[src/hw/opamp_dac_defs.vh]
// register offsets, field positions, reset values for the amplifier and converter control block
// assumes a 32-bit Avalon-MM slave with word addresses in bytes
`ifndef OPAMP_DAC_DEFS_VH
`define OPAMP_DAC_DEFS_VH

// ----------------------------------------
// register byte offsets
// ----------------------------------------
`define AMP1_CONTROL_OFS 4'h0
`define AMP2_CONTROL_OFS 4'h4
`define REF_CONTROL_OFS 4'h8
`define REF_LEVEL_OFS 4'hC

// ----------------------------------------
// amplifier control fields
// ----------------------------------------
`define AMP_ENABLE_BIT 7
`define AMP_SPEED_BIT 6
`define AMP_UNITY_BIT 4
`define AMP_SEL_HI 1
`define AMP_SEL_LO 0
`define AMP_WRITE_MASK 8'hD3
`define AMP_RESET 8'h00

// ----------------------------------------
// amplifier input select codes
// ----------------------------------------
`define AMP_SEL_PIN 2'h0
`define AMP_SEL_CONV5 2'h1
`define AMP_SEL_CONV8 2'h2
`define AMP_SEL_FIXED 2'h3

// ----------------------------------------
// converter control fields
// ----------------------------------------
`define REF_ENABLE_BIT 7
`define REF_OE_A_BIT 5
`define REF_OE_B_BIT 4
`define REF_PSS_HI 3
`define REF_PSS_LO 2
`define REF_NSS_BIT 0
`define REF_WRITE_MASK 8'hBD
`define REF_RESET 8'h00
`define REF_LEVEL_RESET 8'h00

// ----------------------------------------
// converter positive source codes
// ----------------------------------------
`define REF_PSS_SUPPLY 2'h0
`define REF_PSS_PIN 2'h1
`define REF_PSS_FIXED 2'h2
`define REF_PSS_RESERVED 2'h3

`endif

[src/hw/opamp_dac_ctrl.v]
// control register bank for two amplifiers and the 8-bit reference converter
// assumes an Avalon-MM master on clk; pin inputs are asynchronous to clk
`timescale 1ns/1ps
`include "opamp_dac_defs.vh"

module opamp_dac_ctrl (
    // clock and reset
    input wire clk,
    input wire nrst,
    // avalon-mm slave
    input wire [3:0] address,
    input wire read,
    input wire write,
    input wire [31:0] writedata,
    input wire [3:0] byteenable,
    output reg [31:0] readdata,
    output reg waitrequest,
    output reg [1:0] response,
    // amplifier 1 controls
    output reg amp1_enable,
    output reg amp1_speed_select,
    output reg amp1_unity_gain,
    output reg [1:0] amp1_input_select,
    output reg amp1_output_pin_tristate,
    output reg amp1_inverting_pin_connect,
    output reg amp1_inverting_pin_release,
    // amplifier 2 controls
    output reg amp2_enable,
    output reg amp2_speed_select,
    output reg amp2_unity_gain,
    output reg [1:0] amp2_input_select,
    output reg amp2_output_pin_tristate,
    output reg amp2_inverting_pin_connect,
    output reg amp2_inverting_pin_release,
    // converter controls
    output reg ref_converter_enable,
    output reg [7:0] ref_level_code,
    output reg [1:0] ref_positive_source,
    output reg ref_negative_source,
    output reg ref_output_enable_a,
    output reg ref_output_enable_b,
    // converter pins: digital side
    input wire pin_a_in,
    input wire pin_b_in,
    output reg pin_a_digital_override,
    output reg pin_b_digital_override,
    output reg pin_a_read_value,
    output reg pin_b_read_value
);

// ----------------------------------------
// storage
// ----------------------------------------
reg [7:0] amp1_control_q;
reg [7:0] amp2_control_q;
reg [7:0] ref_control_q;
reg [7:0] ref_level_q;
reg [7:0] amp1_control_d;
reg [7:0] amp2_control_d;
reg [7:0] ref_control_d;
reg [7:0] ref_level_d;
reg [1:0] pin_a_sync_q;
reg [1:0] pin_b_sync_q;
reg access_done_q;

wire amp1_en_w;
wire amp1_sp_w;
wire amp1_ug_w;
wire [1:0] amp1_sel_w;
wire amp1_tri_w;
wire amp1_conn_w;
wire amp1_rel_w;
wire amp2_en_w;
wire amp2_sp_w;
wire amp2_ug_w;
wire [1:0] amp2_sel_w;
wire amp2_tri_w;
wire amp2_conn_w;
wire amp2_rel_w;

// masked byte-lane write of an 8-bit register
function [7:0] merge_byte;
    input [7:0] old_val;
    input [7:0] new_val;
    input [7:0] wmask;
    input lane_en;
    begin
        if (lane_en)
            merge_byte = new_val & wmask;
        else
            merge_byte = old_val;
    end
endfunction

// one of the four implemented register offsets
function mapped;
    input [3:0] addr;
    begin
        case (addr)
            `AMP1_CONTROL_OFS: mapped = 1'b1;
            `AMP2_CONTROL_OFS: mapped = 1'b1;
            `REF_CONTROL_OFS: mapped = 1'b1;
            `REF_LEVEL_OFS: mapped = 1'b1;
            default: mapped = 1'b0;
        endcase
    end
endfunction

// ----------------------------------------
// bus write decode
// ----------------------------------------
// only lane 0 carries register bits; other lanes are ignored
wire take_w = write & ~access_done_q;

always @* begin
    amp1_control_d = amp1_control_q;
    amp2_control_d = amp2_control_q;
    ref_control_d = ref_control_q;
    ref_level_d = ref_level_q;
    if (take_w) begin
        case (address)
            `AMP1_CONTROL_OFS: amp1_control_d = merge_byte(amp1_control_q, writedata[7:0],
                                   `AMP_WRITE_MASK, byteenable[0]);
            `AMP2_CONTROL_OFS: amp2_control_d = merge_byte(amp2_control_q, writedata[7:0],
                                   `AMP_WRITE_MASK, byteenable[0]);
            `REF_CONTROL_OFS: ref_control_d = merge_byte(ref_control_q, writedata[7:0],
                                  `REF_WRITE_MASK, byteenable[0]);
            `REF_LEVEL_OFS: ref_level_d = merge_byte(ref_level_q, writedata[7:0],
                                8'hFF, byteenable[0]);
            default: ;
        endcase
    end
end

// ----------------------------------------
// registers
// ----------------------------------------
always @(posedge clk or negedge nrst) begin
    if (!nrst) begin
        amp1_control_q <= `AMP_RESET;
        amp2_control_q <= `AMP_RESET;
        ref_control_q <= `REF_RESET;
        ref_level_q <= `REF_LEVEL_RESET;
    end else begin
        amp1_control_q <= amp1_control_d;
        amp2_control_q <= amp2_control_d;
        ref_control_q <= ref_control_d;
        ref_level_q <= ref_level_d;
    end
end

// ----------------------------------------
// bus answer
// ----------------------------------------
// one wait cycle per access: waitrequest low on the second cycle of a request
// access_done_q keeps a held, finished request from being taken twice
always @(posedge clk or negedge nrst) begin
    if (!nrst) begin
        access_done_q <= 1'b0;
        waitrequest <= 1'b1;
        readdata <= 32'h00000000;
        response <= 2'h0;
    end else begin
        if ((read | write) & ~access_done_q) begin
            access_done_q <= 1'b1;
            waitrequest <= 1'b0;
            response <= mapped(address) ? 2'h0 : 2'h3;
            readdata <= 32'h00000000;
            if (read) begin
                case (address)
                    `AMP1_CONTROL_OFS: readdata <= {24'h000000, amp1_control_q};
                    `AMP2_CONTROL_OFS: readdata <= {24'h000000, amp2_control_q};
                    `REF_CONTROL_OFS: readdata <= {24'h000000, ref_control_q};
                    `REF_LEVEL_OFS: readdata <= {24'h000000, ref_level_q};
                    default: readdata <= 32'h00000000;
                endcase
            end
        end else begin
            access_done_q <= 1'b0;
            waitrequest <= 1'b1;
            response <= 2'h0;
        end
    end
end

// ----------------------------------------
// amplifier decode
// ----------------------------------------
// each channel registers its decode, so controls trail the register by one cycle
amp_channel u_amp1 (
    .clk(clk),
    .nrst(nrst),
    .ctrl(amp1_control_q),
    .amp_enable(amp1_en_w),
    .amp_speed_select(amp1_sp_w),
    .amp_unity_gain(amp1_ug_w),
    .amp_input_select(amp1_sel_w),
    .out_driver_tristate(amp1_tri_w),
    .inv_pin_connect(amp1_conn_w),
    .inv_pin_release(amp1_rel_w)
);

amp_channel u_amp2 (
    .clk(clk),
    .nrst(nrst),
    .ctrl(amp2_control_q),
    .amp_enable(amp2_en_w),
    .amp_speed_select(amp2_sp_w),
    .amp_unity_gain(amp2_ug_w),
    .amp_input_select(amp2_sel_w),
    .out_driver_tristate(amp2_tri_w),
    .inv_pin_connect(amp2_conn_w),
    .inv_pin_release(amp2_rel_w)
);

// amplifier 1 outputs straight from the channel flops
always @* begin
    amp1_enable = amp1_en_w;
    amp1_speed_select = amp1_sp_w;
    amp1_unity_gain = amp1_ug_w;
    amp1_input_select = amp1_sel_w;
    amp1_output_pin_tristate = amp1_tri_w;
    amp1_inverting_pin_connect = amp1_conn_w;
    amp1_inverting_pin_release = amp1_rel_w;
end

// amplifier 2 outputs straight from the channel flops
always @* begin
    amp2_enable = amp2_en_w;
    amp2_speed_select = amp2_sp_w;
    amp2_unity_gain = amp2_ug_w;
    amp2_input_select = amp2_sel_w;
    amp2_output_pin_tristate = amp2_tri_w;
    amp2_inverting_pin_connect = amp2_conn_w;
    amp2_inverting_pin_release = amp2_rel_w;
end

// ----------------------------------------
// pin synchronisers
// ----------------------------------------
// pin levels are asynchronous; only the second stage is read
always @(posedge clk or negedge nrst) begin
    if (!nrst) begin
        pin_a_sync_q <= 2'h0;
        pin_b_sync_q <= 2'h0;
    end else begin
        pin_a_sync_q <= {pin_a_sync_q[0], pin_a_in};
        pin_b_sync_q <= {pin_b_sync_q[0], pin_b_in};
    end
end

// ----------------------------------------
// converter controls
// ----------------------------------------
always @(posedge clk or negedge nrst) begin
    if (!nrst) begin
        ref_converter_enable <= 1'b0;
        ref_level_code <= 8'h00;
        ref_positive_source <= `REF_PSS_SUPPLY;
        ref_negative_source <= 1'b0;
        ref_output_enable_a <= 1'b0;
        ref_output_enable_b <= 1'b0;
    end else begin
        ref_converter_enable <= ref_control_q[`REF_ENABLE_BIT];
        ref_level_code <= ref_level_q;
        ref_positive_source <= ref_control_q[`REF_PSS_HI:`REF_PSS_LO];
        ref_negative_source <= ref_control_q[`REF_NSS_BIT];
        ref_output_enable_a <= ref_control_q[`REF_OE_A_BIT];
        ref_output_enable_b <= ref_control_q[`REF_OE_B_BIT];
    end
end

// ----------------------------------------
// pin override and digital read
// ----------------------------------------
// a routed pin reads zero whatever level it carries
always @(posedge clk or negedge nrst) begin
    if (!nrst) begin
        pin_a_digital_override <= 1'b0;
        pin_b_digital_override <= 1'b0;
        pin_a_read_value <= 1'b0;
        pin_b_read_value <= 1'b0;
    end else begin
        pin_a_digital_override <= ref_control_q[`REF_OE_A_BIT];
        pin_b_digital_override <= ref_control_q[`REF_OE_B_BIT];
        pin_a_read_value <= pin_a_sync_q[1] & ~ref_control_q[`REF_OE_A_BIT];
        pin_b_read_value <= pin_b_sync_q[1] & ~ref_control_q[`REF_OE_B_BIT];
    end
end

endmodule // opamp_dac_ctrl

[src/hw/amp_channel.v]
// decode of one amplifier control register into registered analog control lines
// assumes control value is from the register bank on the same clock
`timescale 1ns/1ps
`include "opamp_dac_defs.vh"

module amp_channel (
    // clock and reset
    input wire clk,
    input wire nrst,
    // control register value
    input wire [7:0] ctrl,
    // analog controls
    output reg amp_enable,
    output reg amp_speed_select,
    output reg amp_unity_gain,
    output reg [1:0] amp_input_select,
    output reg out_driver_tristate,
    output reg inv_pin_connect,
    output reg inv_pin_release
);

always @(posedge clk or negedge nrst) begin
    if (!nrst) begin
        amp_enable <= 1'b0;
        amp_speed_select <= 1'b0;
        amp_unity_gain <= 1'b0;
        amp_input_select <= `AMP_SEL_PIN;
        out_driver_tristate <= 1'b0;
        inv_pin_connect <= 1'b0;
        inv_pin_release <= 1'b1;
    end else begin
        amp_enable <= ctrl[`AMP_ENABLE_BIT];
        amp_speed_select <= ctrl[`AMP_SPEED_BIT];
        amp_unity_gain <= ctrl[`AMP_UNITY_BIT];
        amp_input_select <= ctrl[`AMP_SEL_HI:`AMP_SEL_LO];
        out_driver_tristate <= ctrl[`AMP_ENABLE_BIT];
        // inverting pin tied to the amp only when enabled and not in unity gain
        inv_pin_connect <= ctrl[`AMP_ENABLE_BIT] & ~ctrl[`AMP_UNITY_BIT];
        inv_pin_release <= ~(ctrl[`AMP_ENABLE_BIT] & ~ctrl[`AMP_UNITY_BIT]);
    end
end

endmodule // amp_channel

[config.mk]
export PLATFORM = sky130hd
export DESIGN_NAME = opamp_dac_ctrl
export DESIGN_NICKNAME = d
export VERILOG_FILES = /design/src/hw/opamp_dac_ctrl.v /design/src/hw/amp_channel.v
export VERILOG_INCLUDE_DIRS = /design/src /design/src/hw
export SDC_FILE = /design/constraint.sdc
export NUM_CORES = 1
export LEC_CHECK = 0
export CAP_MARGIN = 0
export CORE_ASPECT_RATIO = 1.25
export CORE_UTILIZATION = 65
export CTS_BUF_LIST = sky130_fd_sc_hd__clkbuf_4
export CTS_CLUSTER_DIAMETER = 80
export DETAILED_ROUTE_END_ITERATION = 8
export DONT_BUFFER_PORTS = 1
export GPL_ROUTABILITY_DRIVEN = 1
export PLACE_DENSITY = 0.84
export SYNTH_ARGS = -nofsm -noshare
export SYNTH_HDL_FRONTEND = slang
export SYNTH_HIERARCHICAL = 1
export SYNTH_SLANG_ARGS = --single-unit
[constraint.sdc]
create_clock -name clk -period 1.7 [get_ports clk]
set_input_delay 0.34 -clock clk [delete_from_list [all_inputs] [get_ports clk]]
set_output_delay 0.34 -clock clk [all_outputs]
set_load 0.02 [all_outputs]
After elaboration in Yosys (flattened, before gate mapping). Cells that the tools add are included.

Eq/ne operators: 3. Muxes and demuxes: 8. Bitwise operators: 14. Reductions and logical operators: 6.

Operators with widths (count): $pmux 8 s4 (1); $reduce_and 3->1 (4); $eq 4x4->1 const B (2); $mux 8 (1); $not 1->1 (7); $and 1x1->1 (6); $eq 4x3->1 const B (1); $logic_not 4->1 (1); $mux 1 (4); $mux 2 (2); $reduce_or 4->1 (1); $or 1x1->1 (1).

Bits in registers: 94. Input bits: 46. Output and inout bits: 69. Word-level logic and storage cells: 61.

Logic depth before layout (Yosys ltp). Gate-level depths: netlist of run 1.

Depth in word-level cells: 6. Gate-level depth with buffers: 5. Depth with buffers taken out: 3.

Modules after synthesis. The synthesis of run 1 kept the hierarchy.

Modules (own cells, without submodules): opamp_dac_ctrl (times used 1, cells an instance 160, area each 2244.7 µm², sequential area each 1377.6 µm²); amp_channel (times used 2, cells an instance 10, area each 196.4 µm², sequential area each 176.4 µm²).

Least setup slack after synthesis of run 1. No wires, ideal clock.

Path type: input -> register. Start: input address[3]. End: register ref_control_q[0]. Library setup time: 125 ps. Data arrival time: 1655 ps. Data required time: 1575 ps. Slack: -80 ps. Cell stages on the path: 5. Buffers on the path: 2. Path through: buf_4 or3b_4 or3b_1 buf_6 mux2_4.

Word-level cells in the longest chain between the ends: 2.

Ends and longest elaborated chain: from (decl) (RTL line opamp_dac_ctrl.v:11) `input wire [3:0] address,`; $eq 4x4->1; $reduce_and 3->1 (no line); to (signal assigned) (RTL line opamp_dac_ctrl.v:142) `` ref_control_q <= `REF_RESET; ``; to (signal assigned) (RTL line opamp_dac_ctrl.v:147) `ref_control_q <= ref_control_d;`; to (decl) (RTL line opamp_dac_ctrl.v:56) `reg [7:0] ref_control_q;`.

Every way passes these cells. A chain may end at the register's enable or synchronous reset.

Worst setup path in the final report of run 1.
Start: register access_done_q. End: register ref_control_q[4].

Word-level cells in the longest chain between the ends: 3.

Ends and longest elaborated chain: from (decl) (RTL line opamp_dac_ctrl.v:64) `reg access_done_q;`; from (signal assigned) (RTL line opamp_dac_ctrl.v:159) `access_done_q <= 1'b0;`; from (signal assigned) (RTL line opamp_dac_ctrl.v:165) `access_done_q <= 1'b1;`; from (signal assigned) (RTL line opamp_dac_ctrl.v:179) `access_done_q <= 1'b0;`; $not 1->1 (RTL line opamp_dac_ctrl.v:113) `wire take_w = write & ~access_done_q;`; $and 1x1->1 (RTL line opamp_dac_ctrl.v:113); $reduce_and 3->1 (no line).

Every way passes these cells.

==> run_results.csv, run 1 <==
group,metric,value,unit
synthesis,yosys-top-cells-area,"dfrtp_1 (63%), buf_4 (8.5%), mux2_2 (8.5%)",
final_layout,nets,234,
pwr,power_density,1260,nW/µm²
pwr,power.total,3.48,mW
final_layout,fin_cells,247,
cts,htree_levels,3,
cts,post_cts_buffers,0,
synthesis,yosysTopAreaCell,"dfrtp_1",
route,drt_wl_total,4110,µm
sta,min_period,1630,ps
floorplanning,rows,25,
grt,gr-usage-all-layers,21.3,%
sta,hold_viol,69,
route,final_antenna_net_count,0,
synthesis,synth.top_cell.area_share,62.6,%
route,drcViolationCount,0,
floorplanning,initial_core_util,68.6,%
floorplanning,pin_count,115,
route,wire_per_inst,16.6,µm
placed_design,place.gp.congestion,0.856,
sta,fmax,614,MHz
cts,cts_root_buf,"clkbuf_4",
pwr,total_leakage_power,1.39,nW
cts,cts_sinks,69,
flow_run,max_cap_violations,0,
synthesis,ys.flop_type,"dfrtp_1",
critical_path,cp_data_arrival_time,1910,ps
floorplanning,design.core.area,3850,µm²
critical_path,max_stage_delay,400,ps
final_layout,drive_above_1_share,27.5,%
critical_path,critPathMaxFanout,6,
floorplanning,dieWidth,59.0,µm
route,drtIter0Drc,54,
placed_design,hpwl,2900,µm
sta,clock_skew,8.07,ps
synthesis,avgSynthCellArea,14.7,µm²
floorplanning,die_area,4320,µm²
critical_path,cp.buffers_inverters,1,
grt,antenna_found_initial,0,
sta,setup_viol,0,
synthesis,async_flop_share,100,%
cts,cts.path.max_buffers,2,
final_layout,area_growth,4.32,%
final_layout,diodes,0,
synthesis,netlist_area,2640,µm²
synthesis,netlist_instances,180,
placed_design,placed_cells,229,
pwr,ir_drop,0.000631,V
critical_path,end_kind,"register",
sta,hold_ws,-372,ps
synthesis,synth-edff-count,0,
grt,grt_pass1_vias,1309,
cts,ctsResizeCount,0,
cts,hold_buffers,2,
synthesis,synth_cell_types,29,
run_status,status,"finished, violations left",
critical_path,critPathTopFamily,"simple AND/OR/NAND/NOR gates",
sta,drv_slew,0,
critical_path,startpoint_type,"register",
critical_path,worst_ep_required_time,1980,ps
cts,cts_tree,"done",
placed_design,portBuffers,0,
route,routed_via_density,5.26,
synthesis,ys_ff_latch,69,
cts,numCtsBuffers,9,
route,via_count,1298,
synthesis,ys_seq_area_share,65.6,%
grt,grt_pass1_wl,6340,µm
grt,grt-ovfl-total,0,
cts,cts.clk_slew.worst_paths,100,ps
worst_hold_path,hold_class,"primary input to async pin",
synthesis,yosysWarnings,6,
grt,grt_max_degree,70,
floorplanning,die_h,73.2,µm
run_status,violations,"hold timing",
route,drt_pre_antenna_iters,4,
critical_path,slowest_stage,"dfrtp_1",
cts,insertion_delay,390,ps
sta,rsz0062_at_grt,"no",
critical_path,crit_chain,"and3b_1, or3b_1, buf_4, mux2_4",
critical_path,critPathKind,"register to register",
sta,finalCritPeriodShare,95.9,%
## where the power goes
part / switching [mW] / internal [mW] / leakage, nW
combinational: 0.119 / 0.141 / 0.405
sequential: 0.321 / 1.87 / 0.899
clock: 0.492 / 0.532 / 0.0825
## Yosys cell counts, drive strengths merged (2+ instances only)
| master | number |
|---|---|
| buf | 32 |
| nand2 | 7 |
| mux2 | 26 |
| nor2 | 2 |
| dfstp | 3 |
| dfrtp | 66 |
| o21ai | 5 |
| a22o | 3 |
| mux2i | 9 |
| nand2b | 2 |
| o22ai | 3 |
| nor2b | 5 |
| a32oi | 2 |
| clkbuf | 3 |
| or3b | 2 |
## layout by cell type, fill, tap and decap left out, types with 3 or more instances in the layout
cell	instances
conb_1	24
mux2_4	6
o22ai_1	3
nand2_1	7
o21ai_0	5
buf_4	7
dfrtp_1	66
clkbuf_4	14
mux2i_1	9
a22o_1	3
mux2_2	20
dfstp_2	3
nor2b_1	5
## logic make-up (layout without fill, tap and decap cells)
| group | count (synthesis) | after routing | share of synthesized area, % |
|---|---|---|---|
| DFF | 69 | 69 | 65.6 |
| buffers and inverters | 36 | 26 | 9.72 |
| muxes | 35 | 35 | 15.4 |
| and+or+nand+nor | 25 | 25 | 5.55 |
| AOI/OAI and AO/OA | 14 | 14 | 3.61 |
| other | 1 | 24 | 0.142 |
## routing by layer
layer  share of wire (%)  routed length (µm)  GRT usage (%)  vias up
met5                   0                   0              0        -
met4                 2.1                  87           13.0        0
met3                 8.5                 349           9.40       10
met2                  53                2160           32.1       61
met1                  37                1510           25.0      652
li1                    -                   -              -      575
## path summary, 6_finish.rpt
kind / to / cells past startpoint / from / slack (ps)
worst min-delay path: ref_positive_source[0] / 0 / nrst / -370
max in group asynchronous: u_amp2/inv_pin_release / 0 / nrst / 1880
min in group clk: ref_control_q[3] / 1 / writedata[3] / 90
worst min register to register: pin_a_sync_q[1] / 0 / pin_a_sync_q[0] / 350
worst max register to register: ref_control_q[4] / 4 / access_done_q / 70
worst max-delay path: ref_control_q[4] / 4 / access_done_q / 70
## metrics by stage
step	setup TNS, ps	util (%)	cell area (µm²)	setup slack [ps]
final	0	71.5	2750	70.2
after global routing	0	71.5	2750	19.1
after CTS	0	71.5	2750	71.0
after detailed placement	0	67.3	2590	21.5
after global placement	0	67.3	2590	29.9
after floorplan	-135	-	2730	-22.6
## worst register-to-register path, cell delays in order, from the launching register on
cell	delay (ps)
dfrtp_1	400
and3b_1	280
or3b_1	350
buf_4	180
mux2_4	310
## cell type report
type / instances / area (µm²)
Sequential cell: 69 / 1730
Tap cell: 54 / 67.6
Clock inverter: 2 / 35.0
Clock buffer: 14 / 105
Fill cell: 283 / 1100
Multi-Input combinational cell: 98 / 737
Inverter: 1 / 3.75
Timing Repair Buffer: 9 / 72.6
## flip-flops by register name (all words and copies together) (netlist names), 5 cells and up
name / flops
ref_level_q: 8
readdata: 8
ref_control_q: 6
amp2_control_q: 5
ref_level_code: 8
amp1_control_q: 5
Note: power is estimated with default switching activity, not from simulation.
==> run 2: changes to the inputs <==
--- a/config.mk
+++ b/config.mk
@@ -6,6 +6,7 @@
 export SDC_FILE = /design/constraint.sdc
 export NUM_CORES = 1
 export LEC_CHECK = 0
+export ABC_AREA = 1
 export CAP_MARGIN = 0
 export CORE_ASPECT_RATIO = 1.25
 export CORE_UTILIZATION = 65
==> run_results.csv, run 2 <==
group,metric,value,unit
sta,clock_skew,7.08,ps
route,wire_per_inst,13.3,µm
critical_path,critPathTopFamily,"simple AND/OR/NAND/NOR gates",
placed_design,hpwl,3030,µm
synthesis,synth_top_family_by_area,"simple AND/OR/NAND/NOR gates",
synthesis,yosys-top-cells-count,"dfrtp_1 (66), nand2_1 (66), buf_4 (29)",
critical_path,ff2ff_setup_slack,260,ps
pwr,p_sw,1.05,mW
synthesis,ys.flop_type,"dfrtp_1",
floorplanning,die_h,74.0,µm
sta,drv_slew,0,
route,routed_via_density,4.99,
grt,antenna_found_initial,0,
final_layout,top_regs,"readdata (8), ref_level_code (8), ref_level_q (8)",
synthesis,yosysWarnings,6,
sta,setup_viol,0,
route,drcViolationCount,0,
pwr,power_density,1220,nW/µm²
cts,cts_sinks,69,
synthesis,netlist_instances,259,
cts,cts.clk_slew.worst_paths,100,ps
synthesis,synth-edff-count,0,
synthesis,ys_seq_area_share,64.1,%
critical_path,cp-endpoint,"ref_level_q[2]",
floorplanning,design.core.area,3880,µm²
critical_path,critPathKind,"register to register",
floorplanning,die_area,4420,µm²
critical_path,worst_ep_required_time,1980,ps
final_layout,final_cell_mix,"nand2_1 (66), dfrtp_1 (66), conb_1 (24)",
grt,grt-ovfl-total,0,
synthesis,synth_simple_gate_area_share,17.0,%
critical_path,reg2reg_to,"ref_level_q[2]",
critical_path,startpoint_type,"register",
route,drtIter0Drc,131,
floorplanning,initial_core_util,69.6,%
cts,cts.path.max_buffers,2,
floorplanning,dieWidth,59.6,µm
critical_path,cp_data_arrival_time,1720,ps
synthesis,synth_compound_area_share,6.12,%
cts,insertion_delay,390,ps
critical_path,crit_top_cell,"nand2_1",
critical_path,cp-startpoint,"access_done_q",
route,drt_wl_total,4270,µm
grt,grt_pass1_wl,6910,µm
flow_run,max_cap_violations,0,
placed_design,portBuffers,0,
sta,rsz0062_at_grt,"no",
synthesis,ys_ff_latch,69,
sta,hold_ws,-374,ps
route,drt_pre_antenna_iters,4,
floorplanning,pin_count,115,
synthesis,synth-xor-area-share,0,%
final_layout,diodes,0,
critical_path,critPathMaxFanout,16,
cts,cts_tree,"done",
synthesis,synthMuxAreaShare,0,%
placed_design,place.gp.congestion,0.735,
synthesis,netlist_area,2700,µm²
pwr,p_comb_share,8.0,%
synthesis,yosysTopAreaCell,"dfrtp_1",
run_status,violations,"hold timing",
pwr,power.share.switching,31.1,%
sta,finalCritPeriodShare,84.9,%
critical_path,crit_chain,"inv_1, nand2_1, nor2_2, nand2_2, nand2_1, o21ai_2",
grt,grt_pass1_vias,1474,
grt,gr-usage-all-layers,22.3,%
sta,fmax,693,MHz
pwr,clkPwrFrac,24.8,%
route,final_antenna_net_count,0,
pwr,ir_drop,0.000602,V
sta,min_period,1440,ps
final_layout,nets,310,
synthesis,yosys-top-cells-area,"dfrtp_1 (61%), nand2_1 (9.2%), buf_4 (8.1%)",
critical_path,path_depth,6,
critical_path,end_kind,"register",
critical_path,reg2reg_depth,6,
synthesis,avgSynthCellArea,10.4,µm²
cts,numCtsBuffers,9,
cts,hold_buffers,2,
pwr,total_leakage_power,1.46,nW
synthesis,synth.top_cell.area_share,61.2,%
worst_hold_path,hold_class,"primary input to async pin",
critical_path,r2r_start,"access_done_q",
sta,tns,0,ps
pwr,p_int,2.32,mW
sta,hold_viol,69,
grt,grt_max_degree,70,
final_layout,utilization,71.0,%
cts,post_cts_buffers,0,
final_layout,area_growth,1.99,%
run_status,status,"finished, violations left",
critical_path,cp.buffers_inverters,1,
synthesis,synth_cell_types,18,
cts,htree_levels,3,
pwr,sequentialPowerShare,67.2,%
critical_path,slowest_stage,"dfrtp_1",
final_layout,fill_cells,317,
critical_path,max_stage_delay,380,ps
floorplanning,rows,25,
final_layout,drive_above_1_share,15.7,%
synthesis,async_flop_share,100,%
cts,cts_root_buf,"clkbuf_4",
synthesis,synthAdderAreaFrac,0,%
route,via_count,1608,
run 2: cell count changes in the layout (fill, tap and decap cells not counted), sizes merged, moves of 9 or more:
cell,change
nand2,+60
o21ai,+22
nand3,+22
mux2i,-9
inv,+25
mux2,-26
nor2,+10
run 2: what timing repair did:
item	CTS	global route
endpoints found under the hold margin	71	69
endpoints found under the setup margin	0	2
resized for setup	0	1
run 2: through the flow:
stage | worst slack [ps] | instances | total power [mW] | cell area, µm²
floorplan | 496 | 282 | 2.54 | 2790
global placement | 241 | 305 | 2.54 | 2620
detailed placement | 122 | 305 | 2.56 | 2620
CTS | 99.5 | 322 | 3.39 | 2750
global route | 152 | 322 | 3.55 | 2750
finish | 256 | 322 | 3.37 | 2750
run 2: power by group through the flow:
stage | combinational (mW) | sequential (mW) | clock, mW
floorplan | 0.327 | 2.22 | 0
global placement | 0.248 | 2.29 | 0
detailed placement | 0.266 | 2.30 | 0
CTS | 0.270 | 2.27 | 0.853
global route | 0.302 | 2.30 | 0.953
finish | 0.268 | 2.26 | 0.836
run 2: layer usage:
metal  GRT usage, %  part of all wire (%)  vias to the layer above
li1               -                     -                      768
met1           27.7                    43                      763
met2           32.7                    47                       66
met3           7.48                   6.9                       11
met4           15.8                   2.7                        0
met5              0                     0                        -
run 2: final cells by class:
class	count	area (µm²)	share of cell area [%]
multi-input combinational	154	718	26.1
timing repair buffer	4	35.0	1.27
clock buffer	12	90.1	3.27
inverter	26	97.6	3.55
sequential	69	1730	62.9
tap	54	67.6	2.45
clock inverter	3	13.8	0.500
run 2: worst reg2reg max path: stages, from the launching register on:
cell,delay [ps]
dfrtp_1,380
inv_1,70
nand2_1,150
nor2_2,230
nand2_2,280
nand2_1,170
o21ai_2,60
run 2: worst min path at each step:
stage,depth (start not counted),from,end
after floorplan,0,nrst,access_done_q
after global placement,0,nrst,pin_b_read_value
after detailed placement,0,nrst,pin_b_read_value
after CTS,0,nrst,u_amp2/amp_input_select[1]
after global routing,0,nrst,ref_positive_source[0]
final,0,nrst,pin_b_read_value
run 2: logic make-up (layout without fill, tap and decap cells):
group / Yosys count / after routing
and+or+nand+nor: 103 / 103
DFF: 69 / 69
buffers and inverters: 59 / 45
AOI/OAI and AO/OA: 27 / 27
other: 1 / 24
